File: src/ltc_pkg.sv
package ltc_pkg;

    // sizes of the count path and the match slots
    localparam int LTC_CNT_W      = 24;
    localparam int LTC_PRE_W      = 12;
    localparam int LTC_SLOTS      = 4;
    localparam int LTC_SLOT_IDX_W = 2;

    // counter and prescale values
    localparam logic [LTC_CNT_W-1:0] LTC_CNT_RST   = 24'h000000;
    localparam logic [LTC_CNT_W-1:0] LTC_CNT_ONES  = 24'hffffff;
    localparam logic [LTC_CNT_W-1:0] LTC_NEAR_WRAP = 24'hfffff0;
    localparam logic [LTC_PRE_W-1:0] LTC_PRE_RST   = 12'h000;
    localparam logic [LTC_PRE_W-1:0] LTC_PRE_ZERO  = 12'h000;

    // timing in fast peripheral clock cycles
    localparam int LTC_RD_STALL_CYC  = 4;
    localparam int LTC_RD_TOTAL_CYC  = 6;
    localparam int LTC_CAP_DELAY_CYC = 6;
    localparam logic [2:0] LTC_RD_LAST = 3'(LTC_RD_STALL_CYC - 1);

    // gate bits and event pulses share one layout
    typedef struct packed {
        logic                 tick;
        logic                 wrap;
        logic [LTC_SLOTS-1:0] cmp;
    } ltc_evt_t;

    // task strobes, also used for the pending copies
    typedef struct packed {
        logic                 start;
        logic                 stop;
        logic                 clear;
        logic                 near_wrap;
        logic [LTC_SLOTS-1:0] capture;
    } ltc_task_t;

    // one stage of the capture delay line
    typedef struct packed {
        logic [LTC_SLOTS-1:0] vec;
        logic [LTC_CNT_W-1:0] val;
    } ltc_cap_t;

    typedef enum logic [1:0] {
        LTC_RD_IDLE,
        LTC_RD_STALL,
        LTC_RD_DONE
    } ltc_rd_state_t;

    // slot index to one-hot select
    function automatic logic [LTC_SLOTS-1:0] ltc_onehot(input logic [LTC_SLOT_IDX_W-1:0] idx);
        logic [LTC_SLOTS-1:0] sel;
        sel = '0;
        sel[idx] = 1'b1;
        return sel;
    endfunction : ltc_onehot

endpackage : ltc_pkg

File: src/ltc_slot_mem.sv
`timescale 1ns/1ps
module ltc_slot_mem #(
    parameter int W  = 24,
    parameter int N  = 4,
    parameter int IW = 2
) (
    // clock and reset
    input  wire logic           clk_sys,
    input  wire logic           sys_rst,
    // write side, one enable per slot, shared data
    input  wire logic [N-1:0]   wr_vec,
    input  wire logic [W-1:0]   wr_data,
    // registered read port
    input  wire logic [IW-1:0]  rd_idx,
    output logic      [W-1:0]   rd_data,
    // every slot at once for the comparators
    output logic      [N*W-1:0] all_flat
);

    logic [W-1:0] slot_q [N];

    // each slot is its own register so the compare bank sees them all
    generate
        for (genvar i = 0; i < N; i++) begin : g_slot
            always_ff @(posedge clk_sys) begin
                if (sys_rst) begin
                    slot_q[i] <= '0;
                end else if (wr_vec[i]) begin
                    slot_q[i] <= wr_data;
                end
            end
            assign all_flat[i*W +: W] = slot_q[i];
        end
    endgenerate

    // read data comes from a flop
    always_ff @(posedge clk_sys) begin
        if (sys_rst) begin
            rd_data <= '0;
        end else begin
            rd_data <= slot_q[rd_idx];
        end
    end

endmodule : ltc_slot_mem

File: src/ltc_top.sv
`timescale 1ns/1ps
module ltc_top (
    // clock and reset
    input  wire logic                                   clk_sys,
    input  wire logic                                   sys_rst,
    // low-frequency clock pins
    input  wire logic                                   low_freq_clock,
    input  wire logic                                   low_freq_running,
    output logic                                        low_freq_request,
    output logic                                        low_freq_rc_source,
    // task strobes, one cycle each
    input  wire ltc_pkg::ltc_task_t                     task_in,
    // configuration
    input  wire logic [ltc_pkg::LTC_PRE_W-1:0]          prescale_wdata,
    input  wire logic                                   prescale_we,
    input  wire ltc_pkg::ltc_evt_t                      event_gate_enable,
    // match slot access
    input  wire logic                                   slot_wr_en,
    input  wire logic [ltc_pkg::LTC_SLOT_IDX_W-1:0]     slot_wr_idx,
    input  wire logic [ltc_pkg::LTC_CNT_W-1:0]          slot_wr_data,
    output logic                                        slot_wr_ready,
    input  wire logic [ltc_pkg::LTC_SLOT_IDX_W-1:0]     slot_rd_idx,
    output logic      [ltc_pkg::LTC_CNT_W-1:0]          slot_rd_data,
    // count read
    input  wire logic                                   cnt_rd_req,
    output logic                                        cnt_rd_stall,
    output logic                                        cnt_rd_ack,
    output logic      [ltc_pkg::LTC_CNT_W-1:0]          cnt_rd_data,
    // events and clock requests
    output ltc_pkg::ltc_evt_t                           evt_out,
    output logic                                        fast_peripheral_clock_req,
    output logic                                        high_freq_clock_req,
    // status
    output logic                                        running,
    output logic      [ltc_pkg::LTC_PRE_W-1:0]          prescale_setting
);
    import ltc_pkg::*;

    localparam int CAP_STAGES = LTC_CAP_DELAY_CYC - 1;

    logic                    lf_s1_q, lf_s2_q, lf_s3_q;
    logic                    lr_s1_q, lr_s2_q;
    logic                    lf_rise;
    ltc_task_t               pend_q, pend_d;
    logic [LTC_CNT_W-1:0]    cnt_q, cnt_d, cnt_inc;
    logic [LTC_PRE_W-1:0]    prescale_down_counter_q, prescale_down_counter_d, prescale_q;
    logic [LTC_PRE_W-1:0]    pdc_dec;
    logic                    pdc_zero, do_clear, do_near_wrap, wrap_hit;
    logic                    run_lf_q, run_lf_d;
    logic                    run_fast_q;
    logic                    restart, inc, fire, pre_ok;
    ltc_evt_t                evt_d, evt_q;
    logic                    lf_req_q, lf_rc_q;
    ltc_cap_t                cap_q [CAP_STAGES];
    ltc_cap_t                cap_last;
    logic                    cap_hit;
    logic [LTC_SLOTS-1:0]    mem_wr_vec;
    logic [LTC_CNT_W-1:0]    mem_wr_data;
    logic [LTC_SLOTS*LTC_CNT_W-1:0] slots_flat;
    ltc_rd_state_t           rd_st_q;
    logic [2:0]              rd_cnt_q;
    logic [LTC_CNT_W-1:0]    rd_data_q;

    // low clock and its running flag are pins: two flops before any use
    // the third flop only feeds the edge detect, so no logic reads the first stage
    always_ff @(posedge clk_sys) begin
        if (sys_rst) begin
            lf_s1_q <= 1'b0;
            lf_s2_q <= 1'b0;
            lf_s3_q <= 1'b0;
            lr_s1_q <= 1'b0;
            lr_s2_q <= 1'b0;
        end else begin
            lf_s1_q <= low_freq_clock;
            lf_s2_q <= lf_s1_q;
            lf_s3_q <= lf_s2_q;
            lr_s1_q <= low_freq_running;
            lr_s2_q <= lr_s1_q;
        end
    end

    assign lf_rise = lf_s2_q & ~lf_s3_q;

    // pending tasks: a new task in the edge cycle waits for the next edge
    // strobes are held as levels because a one-cycle pulse would fall between slow edges
    assign pend_d = (lf_rise ? '0 : pend_q) | task_in;

    // restart the divider on start, clear and near-wrap
    assign restart = pend_q.start | pend_q.clear | pend_q.near_wrap;

    // counter loads and divider decodes that act on the synchronised edge
    assign do_clear     = lf_rise & pend_q.clear;
    assign do_near_wrap = lf_rise & pend_q.near_wrap;
    assign pdc_zero     = (prescale_down_counter_q == LTC_PRE_ZERO);
    assign pdc_dec      = prescale_down_counter_q - 1'b1;

    // stop still lets a due increment through on the same edge
    assign inc = lf_rise & run_lf_q & pdc_zero
               & ~pend_q.clear & ~pend_q.near_wrap;
    assign cnt_inc = cnt_q + 1'b1;

    // new count: clear, then near-wrap, then increment
    assign cnt_d = do_clear     ? LTC_CNT_RST   :
                   do_near_wrap ? LTC_NEAR_WRAP :
                   inc          ? cnt_inc       : cnt_q;

    // divide by setting plus one: count down, reload at zero
    assign prescale_down_counter_d = !lf_rise  ? prescale_down_counter_q :
                                     restart   ? prescale_q              :
                                     !run_lf_q ? prescale_down_counter_q :
                                     pdc_zero  ? prescale_q              : pdc_dec;

    // stop beats a start pending on the same edge
    // limitation: a start sent before an earlier stop has acted leaves the count stopped
    assign run_lf_d = !lf_rise    ? run_lf_q :
                      pend_q.stop ? 1'b0     :
                      pend_q.start ? 1'b1    : run_lf_q;

    always_ff @(posedge clk_sys) begin
        if (sys_rst) begin
            pend_q                  <= '0;
            cnt_q                   <= LTC_CNT_RST;
            prescale_down_counter_q <= LTC_PRE_RST;
            run_lf_q                <= 1'b0;
        end else begin
            pend_q                  <= pend_d;
            cnt_q                   <= cnt_d;
            prescale_down_counter_q <= prescale_down_counter_d;
            run_lf_q                <= run_lf_d;
        end
    end

    // setting is only written while both sides are stopped
    assign pre_ok = prescale_we & ~run_fast_q & ~run_lf_q;

    // fast-side run flag drops on stop so events die at once
    // the slow side only follows at the next synchronised edge
    always_ff @(posedge clk_sys) begin
        if (sys_rst) begin
            run_fast_q <= 1'b0;
            prescale_q <= LTC_PRE_RST;
        end else begin
            if (task_in.stop) begin
                run_fast_q <= 1'b0;
            end else if (task_in.start) begin
                run_fast_q <= 1'b1;
            end
            if (pre_ok) begin
                prescale_q <= prescale_wdata;
            end
        end
    end

    // clock request: RC source only if the clock was idle at start
    always_ff @(posedge clk_sys) begin
        if (sys_rst) begin
            lf_req_q <= 1'b0;
            lf_rc_q  <= 1'b0;
        end else if (task_in.stop) begin
            lf_req_q <= 1'b0;
            lf_rc_q  <= 1'b0;
        end else if (task_in.start) begin
            lf_req_q <= 1'b1;
            lf_rc_q  <= ~lr_s2_q;
        end
    end

    // events: gated one by one, all muted once stop is seen
    assign fire        = inc & run_fast_q;
    assign evt_d.tick  = fire & event_gate_enable.tick;
    assign wrap_hit    = (cnt_q == LTC_CNT_ONES);
    assign evt_d.wrap  = fire & wrap_hit & event_gate_enable.wrap;

    // compares look only at increments, so captures never match
    generate
        for (genvar n = 0; n < LTC_SLOTS; n++) begin : g_cmp
            assign evt_d.cmp[n] = fire & event_gate_enable.cmp[n]
                                & (cnt_inc == slots_flat[n*LTC_CNT_W +: LTC_CNT_W]);
        end
    endgenerate

    // registered event pulses; only gated-on events ask for fast clocks
    // gated-off events never reach evt_d, so they cannot wake the fast clocks
    always_ff @(posedge clk_sys) begin
        if (sys_rst) begin
            evt_q                     <= '0;
            fast_peripheral_clock_req <= 1'b0;
            high_freq_clock_req       <= 1'b0;
        end else begin
            evt_q                     <= evt_d;
            fast_peripheral_clock_req <= |evt_d;
            high_freq_clock_req       <= |evt_d;
        end
    end

    // capture delay line: value taken at the trigger, before any clear
    // freezing the value here keeps a clear still in flight from reaching the slot
    always_ff @(posedge clk_sys) begin
        if (sys_rst) begin
            cap_q[0] <= '0;
        end else begin
            cap_q[0].vec <= task_in.capture;
            cap_q[0].val <= cnt_q;
        end
    end

    generate
        for (genvar s = 1; s < CAP_STAGES; s++) begin : g_cap
            always_ff @(posedge clk_sys) begin
                if (sys_rst) begin
                    cap_q[s] <= '0;
                end else begin
                    cap_q[s] <= cap_q[s-1];
                end
            end
        end
    endgenerate

    // last stage writes on the sixth edge; captures win over software writes
    assign cap_last      = cap_q[CAP_STAGES-1];
    assign cap_hit       = |cap_last.vec;
    assign slot_wr_ready = ~cap_hit;
    assign mem_wr_vec    = cap_hit ? cap_last.vec :
                           (slot_wr_en ? ltc_onehot(slot_wr_idx) : '0);
    assign mem_wr_data   = cap_hit ? cap_last.val : slot_wr_data;

    ltc_slot_mem #(
        .W  (LTC_CNT_W),
        .N  (LTC_SLOTS),
        .IW (LTC_SLOT_IDX_W)
    ) u_slots (
        .clk_sys  (clk_sys),
        .sys_rst  (sys_rst),
        .wr_vec   (mem_wr_vec),
        .wr_data  (mem_wr_data),
        .rd_idx   (slot_rd_idx),
        .rd_data  (slot_rd_data),
        .all_flat (slots_flat)
    );

    // count read: hold the bus four cycles, then sample and answer
    // the count only moves on a synchronised edge, so the copy taken is never torn
    always_ff @(posedge clk_sys) begin
        if (sys_rst) begin
            rd_st_q   <= LTC_RD_IDLE;
            rd_cnt_q  <= 3'h0;
            rd_data_q <= LTC_CNT_RST;
        end else begin
            unique case (rd_st_q)
                LTC_RD_IDLE: begin
                    rd_cnt_q <= 3'h0;
                    if (cnt_rd_req) begin
                        rd_st_q <= LTC_RD_STALL;
                    end
                end
                LTC_RD_STALL: begin
                    rd_cnt_q <= rd_cnt_q + 3'h1;
                    if (rd_cnt_q == LTC_RD_LAST) begin
                        rd_st_q   <= LTC_RD_DONE;
                        rd_data_q <= cnt_q;
                    end
                end
                LTC_RD_DONE: begin
                    rd_st_q <= LTC_RD_IDLE;
                end
                default: begin
                    rd_st_q <= LTC_RD_IDLE; // unused code, park in idle
                end
            endcase
        end
    end

    // stall and ack are plain decodes of the read state
    assign cnt_rd_stall = (rd_st_q == LTC_RD_STALL);
    assign cnt_rd_ack   = (rd_st_q == LTC_RD_DONE);
    assign cnt_rd_data  = rd_data_q;

    // status and event outputs
    assign evt_out            = evt_q;
    assign running            = run_lf_q;
    assign prescale_setting   = prescale_q;
    assign low_freq_request   = lf_req_q;
    assign low_freq_rc_source = lf_rc_q;

endmodule : ltc_top

File: config.mk
export PLATFORM = sky130hd
export DESIGN_NAME = ltc_top
export DESIGN_NICKNAME = d
export VERILOG_FILES = /design/src/ltc_pkg.sv /design/src/ltc_slot_mem.sv /design/src/ltc_top.sv
export SDC_FILE = /design/constraint.sdc
export NUM_CORES = 1
export LEC_CHECK = 0
export CAP_MARGIN = 10
export CORE_AREA = 3 3 185 187
export CTS_BUF_LIST = sky130_fd_sc_hd__clkbuf_16
export DETAILED_ROUTE_END_ITERATION = 6
export DIE_AREA = 0 0 188 190
export DONT_BUFFER_PORTS = 1
export PLACE_DENSITY_LB_ADDON = 0.05
export SYNTH_ARGS = -nofsm -noshare
export SYNTH_HDL_FRONTEND = slang
export SYNTH_SLANG_ARGS = --single-unit
File: constraint.sdc
create_clock -name clk_sys -period 3.15 [get_ports clk_sys]
set_input_delay 0.63 -clock clk_sys [delete_from_list [all_inputs] [get_ports clk_sys]]
set_output_delay 0.63 -clock clk_sys [all_outputs]
set_load 0.05 [all_outputs]
Word-level counts from Yosys, hierarchy flattened
Memory sizes are Yosys's and may differ from the RTL's. A register that Yosys moved wholly into a read port is not among the register bits.
Cells that the tools add are included.
{ "op_classes": {"div": 0, "n_eq_ne": 10, "multipliers": 0, "add_sub_neg": 3, "shift": 0, "magnitude_cmp": 2, "n_reduce_logical": 16, "bitwise_logic": 41, "muxes": 42} }
{ "op_table": {"columns": ["operator", "n"], "rows": [
  ["24-bit 2-to-1 mux", 8],
  ["28-bit 2-to-1 mux", 4],
  ["24-bit equality test", 4],
  ["12-bit 2-to-1 mux", 3],
  ["24-bit by 1-bit adder with 24-bit output (second input constant)", 1],
  ["24-bit equality test (second input constant)", 1],
  ["1-bit bitwise AND", 21],
  ["1-bit 2-to-1 mux", 18],
  ["12-bit logical NOT", 1],
  ["4-bit 2-to-1 mux", 3],
  ["1-bit bitwise OR", 12],
  ["12-bit by 1-bit subtractor with 12-bit output (second input constant)", 1],
  ["8-bit 2-to-1 mux", 1],
  ["8-bit bitwise OR", 1],
  ["2-bit AND reduction", 4],
  ["2-bit nonzero test", 4],
  ["1-bit inverter", 7],
  ["3-bit case mux with 2 select lines", 1],
  ["6-bit OR reduction", 1],
  ["2-bit 2-to-1 mux", 2],
  ["2-bit case mux with 2 select lines", 1],
  ["2-bit OR reduction", 2],
  ["4-bit OR reduction", 1],
  ["3-bit by 1-bit adder with 3-bit output (second input constant)", 1],
  ["11 further kinds", 11]
]} }
{ "word_totals": {"romBits": 0, "n_memories": 2, "latch_bits": 0, "in_bits": 61, "elab_cells": 140, "ff_bits": 100, "out_inout_bits": 74, "ram_bits": 236} }
{ "memory_table": {"columns": ["name", "words", "width", "rd", "rd_clocked_by_memory_dff", "wr", "line_no", "rtl"], "rows": [
  ["cap_q", 5, 28, 5, 0, 5, "ltc_top.sv:54", "ltc_cap_t cap_q [CAP_STAGES];"],
  ["u_slots.slot_q", 4, 24, 5, 1, 4, "ltc_slot_mem.sv:20", "logic [W-1:0] slot_q [N];"]
]} }

Depth between registers and ports, before layout
{ "logic_depth": {"word_depth": 10, "depth_mapped": 11, "ltp_nobuf": 10} }

Modules after synthesis
A second synthesis with hierarchy kept.
{ "hier_totals": {"hier_cells": 1468, "hier_area_um2": 15325.9} }
{ "modules_own_cells": {"columns": ["mod", "seq_area_each_um2", "n_inst", "area_per_inst_um2", "cells_each"], "rows": [
  ["ltc_top", 4724.5, 1, 10411.2, 1150],
  ["ltc_slot_mem", 3363.2, 1, 4914.7, 318]
]} }

Worst setup path before layout
OpenSTA, ideal clock, no wires.
{ "synth_timing": {"kind": "flip-flop to flip-flop", "from": "register cnt_q[1]", "to": "register high_freq_clock_req", "arrival_ns": 2.815, "setup_slack_ns": 0.264, "t_required_ns": 3.079, "synth_period_minus_slack_ns": 2.886, "n_path_buf": 1, "setup_time_ns": 0.071, "path_stages_with_launch": 11, "path_cell_list": "dfxtp_1 > ha_1 > nand3_2 > or4_1 > clkbuf_1 > nor2_1 > xor2_1 > a2111oi_0 > nor4b_1 > a2111oi_0 > o21bai_1"} }
{ "synth_via": {"elab_chain_cells": 4, "elab_cells_between_ends": 13, "classes_between": "1 x add/sub; 5 x eq/ne; 6 x bitwise; 1 x reduce/logical"} }
{ "synth_lines": {"columns": ["element", "line_no", "rtl"], "rows": [
  ["from (decl)", "ltc_top.sv:45", "logic [LTC_CNT_W-1:0] cnt_q, cnt_d, cnt_inc;"],
  ["from (signal assigned)", "ltc_top.sv:127", "cnt_q <= cnt_d;"],
  ["24-bit by 1-bit adder with 24-bit output or 24-bit equality test (tied branches)", "ltc_top.sv:100, ltc_top.sv:171", null],
  ["24-bit equality test or 1-bit bitwise AND (tied branches)", "ltc_top.sv:178, ltc_top.sv:172", null],
  ["1-bit bitwise AND, on equally long branches", "ltc_top.sv:178, ltc_top.sv:172", null],
  ["6-bit OR reduction (*)", "ltc_top.sv:192", "high_freq_clock_req <= |evt_d;"],
  ["to (signal assigned)", "ltc_top.sv:192", null],
  ["to (decl)", "ltc_top.sv:32", "output logic high_freq_clock_req,"]
]} }
Mark *: on every way between the ends. The rest lies on a longest branch, timed or not.
A chain may end at the register's enable or synchronous reset.

Worst setup path in the final report
{ "layout_timing": {"from": "register prescale_down_counter_q[8]", "to": "register high_freq_clock_req"} }
{ "layout_via": {"elab_chain_cells": 8, "elab_cells_between_ends": 17, "classes_between": "15 x bitwise; 2 x reduce/logical"} }
{ "layout_lines": {"columns": ["element", "line_no", "rtl"], "rows": [
  ["from (decl)", "ltc_top.sv:46", "logic [LTC_PRE_W-1:0] prescale_down_counter_q, prescale_down_counter_d, prescale_q;"],
  ["from (signal assigned)", "ltc_top.sv:128", "prescale_down_counter_q <= prescale_down_counter_d;"],
  ["12-bit logical NOT (*)", "ltc_top.sv:94", "assign pdc_zero = (prescale_down_counter_q == LTC_PRE_ZERO);"],
  ["1-bit bitwise AND (*)", "ltc_top.sv:98", "assign inc = lf_rise & run_lf_q & pdc_zero"],
  ["1-bit bitwise AND (*) (2 in series)", "ltc_top.sv:99", "& ~pend_q.clear & ~pend_q.near_wrap;"],
  ["1-bit bitwise AND (*)", "ltc_top.sv:169", "assign fire = inc & run_fast_q;"],
  ["1-bit bitwise AND, on equally long branches", "ltc_top.sv:177, ltc_top.sv:172", null],
  ["1-bit bitwise AND, on equally long branches", "ltc_top.sv:178, ltc_top.sv:172", null],
  ["6-bit OR reduction (*)", "ltc_top.sv:192", null]
]} }
Marked as above.

==> metrics <==
cell area power density 586 mW/mm^2; dominant synthesized flop cell dfxtp_1; share of layout cells above drive strength 1 10.8%; Worst Setup Path Type reg2reg; DR WL/cell 20.4 um; GRT Residual Overflow 0; I/O pins 135; DRT iter0 DRCs 705; Synth area leader dfxtp_1; routed via count 10.2k; Die ar. 0.0357 sq mm; Avg Cell Area, Syn 10.3 sq um; fin crit share 93.5%; Area contributors post-synth dfxtp_1, edfxtp_1, nor2b_1, xnor2_1, nor2_1; core box area 0.0326 sq mm; Max VDD drop 0.410 mV; Static Leak 6.25 nW; Reg clk slew, reported paths 0.06 ns; Starting Density 45.8%; initial antenna violation count 1; Worst-Skew Late Latency 0.53 ns; Mapped Nets 1513; final hold slack 0.180 ns; CP Capture Type flop; Fmax achieved 0.339 GHz; max-slew violation count 0; Syn. warnings 0; placed insts 1848; port bufs 0; #FFs+latches synth 356; final hold vios 0; Async SR Flop Fraction 0%; final count of negative-setup-slack endpoints 0; top cells by count, synth dfxtp_1, nor2_1, nor2b_1; Inserted Clock Buffers 38; gp weighted congestion 0.897; setup ws final 0.204 ns; DR pass1 iterations 4; first-pass GRT wire length 59800 um; total wire length 39100 um; Hold WC Path Type in2reg; Netlist Area Pre-Place 0.0150 sq mm; post-DP HPWL 27600 um; post-layout min period 2.95 ns; post-synthesis sequential area ratio 54.1%; Routed Antenna Nets 0; most common cell in the netlist dfxtp_1; CTS H-tree lvls 2; Yosys cell types 63; largest net degree at the start of global routing 245; Post-Layout Cell Count 1913; All-Layer GR Usage 21.7%; Die Y 190 um; worst slew pin tran 1.07 ns; CTS tree yes; DR DRC count 0; Die Wd 188 um; vias in the first global route 9893; Yosys top cell area share 34.8%; Layout Skew 0.0125 ns; max cap viols 0; Fin Setup TNS 0 ns; data required time of the worst path 3.60 ns; CP max FO 6; Post-CTS Repair Setup Buffers 0; nets@finish 1512; CP Launch Type flop; Layout area overhead 11.8%; status completed; n_diodes 0; post-cts sizing count 0; RSZ-0062 raised after global routing no; Critical Path AT 3.40 ns; dpl ws 0.121 ns; # fillers 2974; Rows 66; hold_buf cts 0; Post-synth EDFFs 96; clk root buf clkbuf_16; Synth Instances 1447; slew margin rel. 28.8%; Sink Count 356; drt via density 5.33; clock buffer depth 3; power consumption 9.81 mW
through the flow:
step                      instance area [sq um]  utilization, %
after floorplan                           15000               -
after global placement                    15600            47.7
after detailed placement                  15600            47.7
after CTS                                 16700            51.2
after global routing                      16700            51.3
final                                     16700            51.3
critical path, cell delays in order, from the launching register on:
cell,delay [ns]
dfxtp_1,0.34
or3_1,0.44
or4_4,0.55
nor3_4,0.19
nand4_1,0.16
or4_1,0.57
nor4_2,0.28
and4_1,0.23
o21bai_1,0.11
path summary, 6_finish.rpt:
check	startpoint	cells past startpoint	end	slack [ns]
min	task_in[6]	1	low_freq_request	0.18
max	prescale_down_counter_q[8]	8	high_freq_clock_req	0.20
max reg2reg	prescale_down_counter_q[8]	8	high_freq_clock_req	0.20
min reg2reg	lr_s2_q	1	low_freq_rc_source	0.43
cells in the final DEF, fill, tap and decap left out, drive strengths merged, types with 6 or more instances in the layout:
cell    instances
nor2          181
nand2b          6
mux4           24
xnor3          12
nor2b         172
nand3          17
edfxtp         96
nand2         120
buf            62
xor2           30
mux2i          28
xnor2          91
nand4          19
nor4           14
inv            27
clkinv         14
nor3           24
and4            7
a21oi          86
a311oi         17
and3            6
o21ai          22
and2           10
dfxtp         260
clkbuf         39
a211oi          7
or3            11
logic make-up after synthesis:
family                     share of synthesized area, %
buffers and inverters                              3.21
and+or+nand+nor                                    20.5
adders and majority gates                         0.418
xor gates and xnor gates                           8.90
AOI/OAI and AO/OA                                  7.36
DFF                                                54.1
muxes                                              5.56
state kept, by name (all words and copies together) (netlist names), 2 cells and up:
| register | cells |
|---|---|
| prescale_down_counter_q | 12 |
| pend_q | 4 |
| evt_out | 6 |
| u_slots.rd_data | 24 |
| prescale_setting | 12 |
| cap_q | 140 |
| rd_cnt_q | 3 |
| cnt_rd_data | 24 |
| cnt_q | 24 |
| u_slots.slot_q | 96 |
| rd_st_q | 2 |
layout make-up:
cell class / instances / area, sq um / area share (%)
clock buffers: 39 / 976 / 5.84
multi-input cells: 971 / 6430 / 38.4
flip-flops and latches: 356 / 8090 / 48.4
inverters: 17 / 63.8 / 0.382
clock inverters: 26 / 140 / 0.838
well taps: 442 / 553 / 3.31
repair buffers: 62 / 473 / 2.83
per-layer routing:
layer / wire, um / share of wire (%) / GRT usage [%]
met1: 19200 / 49 / 32.2
met4: 705 / 1.8 / 4.85
met2: 16500 / 42 / 32.4
met5: 0 / 0 / 0
met3: 2650 / 6.8 / 4.96
power by group:
part / internal (mW) / total [mW] / switching (mW)
clock network: 2.31 / 4.06 / 1.74
registers: 4.86 / 5.09 / 0.234
logic: 0.294 / 0.656 / 0.362
total: 7.47 / 9.81 / 2.34
Power figures use the tool's default switching activity.
